$ cat src/shared/mss_regs.vh
// Register offsets, field positions and reset values of the modulation source select block
`ifndef MSS_REGS_VH
`define MSS_REGS_VH

`define MSS_ADDR_W             2
`define MSS_OFF_CONTROL        2'h0
`define MSS_OFF_SOURCE         2'h1

`define MSS_CTL_ENABLE_BIT     7
`define MSS_CTL_STATUS_BIT     3
`define MSS_CTL_SWBIT_BIT      0
`define MSS_CTL_RESET          1'h0

`define MSS_SRC_PINDIS_BIT     7
`define MSS_SRC_SEL_HI         3
`define MSS_SRC_SEL_LO         0
`define MSS_SRC_PINDIS_RESET   1'h0
`define MSS_SRC_SEL_RESET      4'h0

`define MSS_SEL_SWBIT          4'h0
`define MSS_SEL_PIN            4'h1
`define MSS_SEL_PWM1           4'h2
`define MSS_SEL_PWM2           4'h3
`define MSS_SEL_PWM3           4'h4
`define MSS_SEL_PWM4           4'h5
`define MSS_SEL_CMP1           4'h6
`define MSS_SEL_CMP2           4'h7
`define MSS_SEL_SER1           4'h8
`define MSS_SEL_SER2           4'h9
`define MSS_SEL_UART           4'ha
`define MSS_NUM_SOURCES        11

`endif

$ cat src/logic/mss_modulation_source_select.v
// Modulation source selector with its control and source registers
//
// Strobed register access and the placing of the registers were chosen for this implementation.
`timescale 1ns/1ns
`default_nettype none
`include "mss_regs.vh"

// Summary of operation
// Pin disable bit releases selected source's pin
// Four-bit low field picks modulation source
// Reserved high codes connect no source
// Codes 0111/0110 take comparator two/one
// Codes 0101..0010 take PWM units, PWM-only
// Software bit counts only when selected
// Status bit is output sampled by clock
// Control bit 0 is software modulation bit
// Reset disables modulator, registers to defaults
// Unused source bits read zero, ignore writes
module mss_modulation_source_select (
    input  wire                   sys_clk,
    input  wire                   reset,
    input  wire [`MSS_ADDR_W-1:0] reg_addr,
    input  wire [7:0]             reg_wdata,
    input  wire                   reg_write,
    input  wire                   reg_read,
    output reg  [7:0]             reg_rdata,
    input  wire                   modulation_pin_in,
    input  wire [1:0]             comparator_out,
    input  wire [3:0]             pwm_unit_out,
    input  wire [3:0]             pwm_unit_pwm_mode,
    input  wire [1:0]             serial_data_out,
    input  wire                   uart_tx_out,
    output reg                    modulation_signal,
    output reg  [`MSS_NUM_SOURCES-1:0] source_pin_release
);

    reg        module_enable;
    reg        software_modulation_bit;
    reg        source_pin_disable;
    reg  [3:0] source_select;
    reg        output_status_bit;
    reg        pin_meta;
    reg        pin_sync;
    reg        selected_level;
    wire [15:0] source_vec;
    wire [`MSS_NUM_SOURCES-1:0] next_source_pin_release;

    // Only the off-chip modulation pin needs synchronising
    always @(posedge sys_clk) begin
        if (reset) begin
            pin_meta <= 1'h0;
            pin_sync <= 1'h0;
        end else begin
            pin_meta <= modulation_pin_in;
            pin_sync <= pin_meta;
        end
    end

    // PWM sources pass only while their unit is in PWM output mode
    assign source_vec = {5'h00,
                         uart_tx_out,
                         serial_data_out[1],
                         serial_data_out[0],
                         comparator_out[1],
                         comparator_out[0],
                         pwm_unit_out & pwm_unit_pwm_mode,
                         pin_sync,
                         software_modulation_bit};

    always @* begin
        selected_level = source_vec[source_select];
    end

    genvar i;
    generate
        for (i = 0; i < `MSS_NUM_SOURCES; i = i + 1) begin : g_release
            localparam [3:0] CODE = i;
            assign next_source_pin_release[i] = source_pin_disable &&
                                                (source_select == CODE);
        end
    endgenerate

    always @(posedge sys_clk) begin
        if (reset) begin
            module_enable           <= `MSS_CTL_RESET;
            software_modulation_bit <= `MSS_CTL_RESET;
            source_pin_disable      <= `MSS_SRC_PINDIS_RESET;
            source_select           <= `MSS_SRC_SEL_RESET;
        end else if (reg_write) begin
            if (reg_addr == `MSS_OFF_CONTROL) begin
                module_enable           <= reg_wdata[`MSS_CTL_ENABLE_BIT];
                software_modulation_bit <= reg_wdata[`MSS_CTL_SWBIT_BIT];
            end
            if (reg_addr == `MSS_OFF_SOURCE) begin
                source_pin_disable <= reg_wdata[`MSS_SRC_PINDIS_BIT];
                source_select <= reg_wdata[`MSS_SRC_SEL_HI:`MSS_SRC_SEL_LO];
            end
        end
    end

    always @(posedge sys_clk) begin
        if (reset) begin
            modulation_signal  <= 1'h0;
            source_pin_release <= {`MSS_NUM_SOURCES{1'h0}};
            output_status_bit  <= 1'h0;
            reg_rdata          <= 8'h00;
        end else begin
            modulation_signal  <= module_enable & selected_level;
            source_pin_release <= next_source_pin_release;
            // Sampled copy; misses pulses shorter than a clock period
            output_status_bit  <= modulation_signal;
            reg_rdata          <= 8'h00;
            if (reg_read) begin
                case (reg_addr)
                    `MSS_OFF_CONTROL: begin
                        reg_rdata <= {module_enable, 3'h0, output_status_bit,
                                      2'h0, software_modulation_bit};
                    end
                    `MSS_OFF_SOURCE: begin
                        reg_rdata <= {source_pin_disable, 3'h0, source_select};
                    end
                    default: begin
                        reg_rdata <= 8'h00;
                    end
                endcase
            end
        end
    end

endmodule
`default_nettype wire

$ cat config.mk
export PLATFORM = sky130hd
export DESIGN_NAME = mss_modulation_source_select
export DESIGN_NICKNAME = d
export VERILOG_FILES = /design/src/logic/mss_modulation_source_select.v
export VERILOG_INCLUDE_DIRS = /design/src /design/src/shared
export SDC_FILE = /design/constraint.sdc
export NUM_CORES = 1
export LEC_CHECK = 0
export BUFFER_PORTS_ARGS = -buffer_cell sky130_fd_sc_hd__buf_4
export CORE_UTILIZATION = 48
export DETAILED_ROUTE_END_ITERATION = 6
export HOLD_SLACK_MARGIN = 0.15
export PLACE_DENSITY = 0.89
export SYNTH_ARGS = -nofsm -noshare
export SYNTH_HDL_FRONTEND = slang
export SYNTH_SLANG_ARGS = --single-unit
$ cat constraint.sdc
create_clock -name sys_clk -period 2.15 [get_ports sys_clk]
set_clock_uncertainty 0.05 [all_clocks]
set_input_delay 0.1075 -clock sys_clk [delete_from_list [all_inputs] [get_ports sys_clk]]
set_output_delay 0.1075 -clock sys_clk [all_outputs]
set_load 0.02 [all_outputs]
* After elaboration in Yosys (flattened, before gate mapping) *
Cells that the tools add are included.

storage, ports and cells
  register bits = 30
  logic and storage cells = 44
  output and inout bits = 20

cells by class
  muxes and demuxes = 3
  $lt $le $gt $ge = 1
  eq/ne operators = 11
  bitwise logic cells = 3
  reductions and logical operators = 16

operators with widths
  cell                                                                   number
  4-bit by 3-bit equality test with 1-bit output, second input constant  4
  8-bit one-hot mux with 2 select lines                                  1
  4-bit equality test, second input constant                             3
  1-bit logical AND                                                      11
  4-bit by 2-bit equality test with 1-bit output, second input constant  2
  4-bit by 5-bit < comparator with 1-bit output, second input constant   1
  4-bit bitwise AND                                                      1
  1-bit binary-select mux with 4-bit select                              1
  4-bit by 1-bit equality test with 1-bit output, second input constant  1
  4-bit logical NOT                                                      1
  2-bit AND reduction                                                    2
  2-bit by 1-bit equality test with 1-bit output, second input constant  1
  2-bit logical NOT                                                      1
  2-bit OR reduction                                                     1
  1-bit bitwise AND                                                      1
  1-bit 2-to-1 mux                                                       1
  1-bit inverter                                                         1

* Logic depth before layout (Yosys ltp) *
  word-level depth = 4
  depth in mapped cells = 6
  mapped depth without buffers = 4

* Worst setup path after synthesis *
OpenSTA, ideal clock, no wires.

  kind = register -> register
  start point = register source_select[3]
  end point = register source_pin_release[5]
  cell stages (with the launch flop) = 5
  arrival time = 1073 ps
  buffers on the path = 1
  setup slack = 955 ps
  library setup time = 73 ps
  required time = 2027 ps
  path through = dfxtp_1 > buf_6 > nand2b_4 > or3b_4 > nor3b_2

between the ends
  word-level cells in the longest chain between the ends = 2

ends and longest elaborated chain
  item                                            RTL line                            source
  start, declared                                 mss_modulation_source_select.v:40   reg [3:0] source_select;
  start signal, assigned                          mss_modulation_source_select.v:88   source_select <= `MSS_SRC_SEL_RESET;
  start signal, assigned                          mss_modulation_source_select.v:96   source_select <= reg_wdata[`MSS_SRC_SEL_HI:`MSS_SRC_SEL_LO];
  4-bit by 3-bit equality test with 1-bit output  mss_modulation_source_select.v:79   (source_select == CODE);
  1-bit logical AND                               mss_modulation_source_select.v:78   assign next_source_pin_release[i] = source_pin_disable &&
  end signal, assigned                            mss_modulation_source_select.v:104  source_pin_release <= {`MSS_NUM_SOURCES{1'h0}};
  end signal, assigned                            mss_modulation_source_select.v:109  source_pin_release <= next_source_pin_release;
  end, declared                                   mss_modulation_source_select.v:34   output reg [`MSS_NUM_SOURCES-1:0] source_pin_release

Every way passes these cells.
A chain may end at the register's enable or synchronous reset.

* Worst setup path after layout *
  start point = register source_select[1]
  end point = register modulation_signal

between the ends
  word-level cells in the longest chain between the ends = 3

ends and longest elaborated chain
  item                                       RTL line                            source
  1-bit binary-select mux with 4-bit select  mss_modulation_source_select.v:71   selected_level = source_vec[source_select];
  1-bit 2-to-1 mux (not written as such)     mss_modulation_source_select.v:71
  1-bit bitwise AND                          mss_modulation_source_select.v:108  modulation_signal <= module_enable & selected_level;
  end signal, assigned                       mss_modulation_source_select.v:108
  end, declared                              mss_modulation_source_select.v:33   output reg modulation_signal,

Every way passes these cells. The select of a mux whose other input is x is not followed.

==> flow_summary_export.csv <==
group,metric,value,unit
run,cap_violations,0,
setup_path,reg2reg_slack,0.10,ns
grt,grt_use_met2,51.88,%
floorplanning,coreArea,2002,um^2
setup_path,arrival,2.28,ns
synth,synth_warnings,0,
cells_and_area,final_util,80.13,%
setup_path,required,2.38,ns
pwr,power,0.0008598,W
grt,grt_use_met1,26.25,%
route,first_pass_iters,4,
sta,finalSetupViolations,0,
synth,syn_area,1036,um^2
synth,synth_top_area_share,52.17,%
setup_path,slowest_stage,"dfxtp_1",
synth,yosys.area.top_type,"dfxtp_1",
sta,worst_slew_pin_slew,0.6175,ns
synth,ys_types,24,
grt,use_met3,2.516,%
grt,grt_start_max_net_pins,18,
clock_network,cts_setup_buffers,0,
grt,overflow,0,
pwr,ir_drop,0.0004017,V
pwr,power.density,536.0,nW/um^2
sta,rsz0062_at_grt,"no",
clock_network,clockBufferDepth,2,
floorplanning,die_y,48.46,um
synth,ys_top_cells_by_area,"dfxtp_1 (52%), mux2i_1 (11%), nor2_1 (6.2%)",
grt,grt_util_all_layers,25.72,%
setup_path,cp_cell_sequence,"nand3_1 > dlygate4sd3_1 > a221o_1 > a21oi_1",
outcome,outcome,"finished clean",
sta,final.setup.tns,0,ns
clock_network,clock-sinks,27,
sta,fmax,488.1,MHz
sta,drv_slew,0,
floorplanning,num_rows,16,
synth,yosys-top-cells-count,"dfxtp_1 (27), nor2_1 (17), mux2i_1 (11)",
cells_and_area,design_area,1604,um^2
place,dpl_cell_area,1324,um^2
synth,synth_most_common_cell,"dfxtp_1",
cells_and_area,fin_nets,197,
pwr,power.leakage,0.7134,nW
setup_path,path_delay_family,"flip-flops",
synth,syn-instance-count,106,
grt,grt_pass1_vias,987,
route,antenna_left,0,
floorplanning,io_pins,48,
cells_and_area,diodes,0,
place,dp_hpwl,1.457,mm
synth,ys_seq_area_share,52.17,%
setup_path,crit_path_start_kind,"flip-flop",
cells_and_area,area_growth,54.83,%
synth,synth_edf_count,0,
clock_network,cts_tree,"done",
grt,grt_first_pass_wirelength,4.485,mm
synth,synth_seq_cells,27,
sta,finalCriticalPeriod,2.049,ns
floorplanning,die-area,2348,um^2
route,wire_per_inst,14.30,um
synth,ys.flop_type,"dfxtp_1",
clock_network,worst_skew_pair.late_latency,0.33,ns
clock_network,cts_resized,0,
setup_path,worstSetupPathType,"flip-flop to flip-flop",
sta,whs,0.1427,ns
clock_network,cts_max_level,1,
place,place.gp.congestion,0.7339,
setup_path,critPathMaxFanout,17,
route,num_vias,1008,
sta,finalHoldViolCount,0,
setup_path,cpPeakStageDelay,0.74,ns
route,drt-total-wl,2.789,mm
grt,gr-max-usage-layer,"met2",
synth,async_flop_share,0,%
route,vias_per_cell,5.169,
route,drt-initial-drc-count,31,
setup_path,crit_buf_inv,1,
sta,fin_crit_sh,95.30,%
cells_and_area,layout-drive-gt1-share,28.57,%
min_path,hold_path_class,"input pin to flip-flop",
clock_network,cts-root-buf,"clkbuf_4",
clock_network,numCtsBuffers,3,
floorplanning,die_w,48.46,um
sta,relSlewSlack,58.78,%
clock_network,clk_pin_slew,0.15,ns
route,drc,0,
synth,avgSynthCellArea,9.774,um^2
setup_path,worstSetupEndpointType,"flip-flop",
floorplanning,initial_core_util,51.75,%
place,io_buffer_count,41,
grt,antenna_found_initial,0,
## stage by stage
stage | instances | worst slack (ns)
after global routing | 195 | 0.03729
after CTS | 196 | 0.1433
after floorplan | 108 | 0.9548
after global placement | 166 | 0.7732
final | 195 | 0.1010
after detailed placement | 166 | 0.7443
## layout make-up
cell class / instances / area [um^2]
fill: 135 / 397.9
clock inverter: 1 / 7.507
timing repair buffer: 66 / 558.0
clock buffer: 3 / 22.52
sequential: 27 / 540.5
multi-input combinational: 71 / 441.7
tap: 27 / 33.78
## layout by cell type, fill, tap and decap left out
master          n
nor3_1          3
conb_1          3
clkinvlp_4      1
and2_1          1
a221o_1         1
o211ai_1        2
clkbuf_4        3
nor4_1          3
a21oi_1         3
buf_4          41
nand2b_1        2
nor3b_1         2
and3_1          2
nand3b_1        4
nor2b_1         5
or3b_4          1
mux2i_1        11
dlygate4sd3_1  25
nand2b_4        1
nor3b_2         1
nor2_1         17
nand3_1         3
nand2_1         6
dfxtp_1        27
## what timing repair did
action | 4_1_cts | 5_1_grt
hold buffers | 26 | 0
hold endpoints to repair | 19 | 0
endpoints found under the setup margin | 0 | 1
## where the power goes
part,total (W),internal [W],leakage (nW),switching (W)
Sequential,0.000519,0.000508,0.218,0.0000113
Clock,0.000222,0.0000712,0.0139,0.000151
Combinational,0.000118,0.0000725,0.481,0.0000459
## metal layers
metal  vias up  share of wire, %
li1        476                 -
met1       484                39
met2        44                55
met3         4               4.3
met4         0               1.6
met5         -                 0
## final timing paths
check               startpoint  cells past startpoint                 to
max           source_select[1]                      4  modulation_signal
min          comparator_out[1]                      5  modulation_signal
max reg2reg   source_select[1]                      4  modulation_signal
min reg2reg           pin_meta                      1           pin_sync
## logic make-up (layout without fill, tap and decap cells)
logic type | Yosys count | in the layout | share of synthesized area [%]
compound gates | 6 | 6 | 3.864
buf+inv | 10 | 70 | 5.918
flops | 27 | 27 | 52.17
mux | 11 | 11 | 10.63
other cells | 1 | 3 | 0.3620
simple gates | 51 | 51 | 27.05
## flip-flops by register name, summed over array words and instances, names as in the netlist
signal / cells
reg_rdata: 5
source_pin_disable: 1
pin_meta: 1
source_select: 4
module_enable: 1
source_pin_release: 11
software_modulation_bit: 1
output_status_bit: 1
pin_sync: 1
modulation_signal: 1
## tightest hold or removal path, cell delays in order
cell      delay, ns
buf_4          0.11
nand2_1        0.05
o211ai_1       0.08
nand3_1        0.09
a21oi_1        0.06
(Power assumes the default switching activity.)
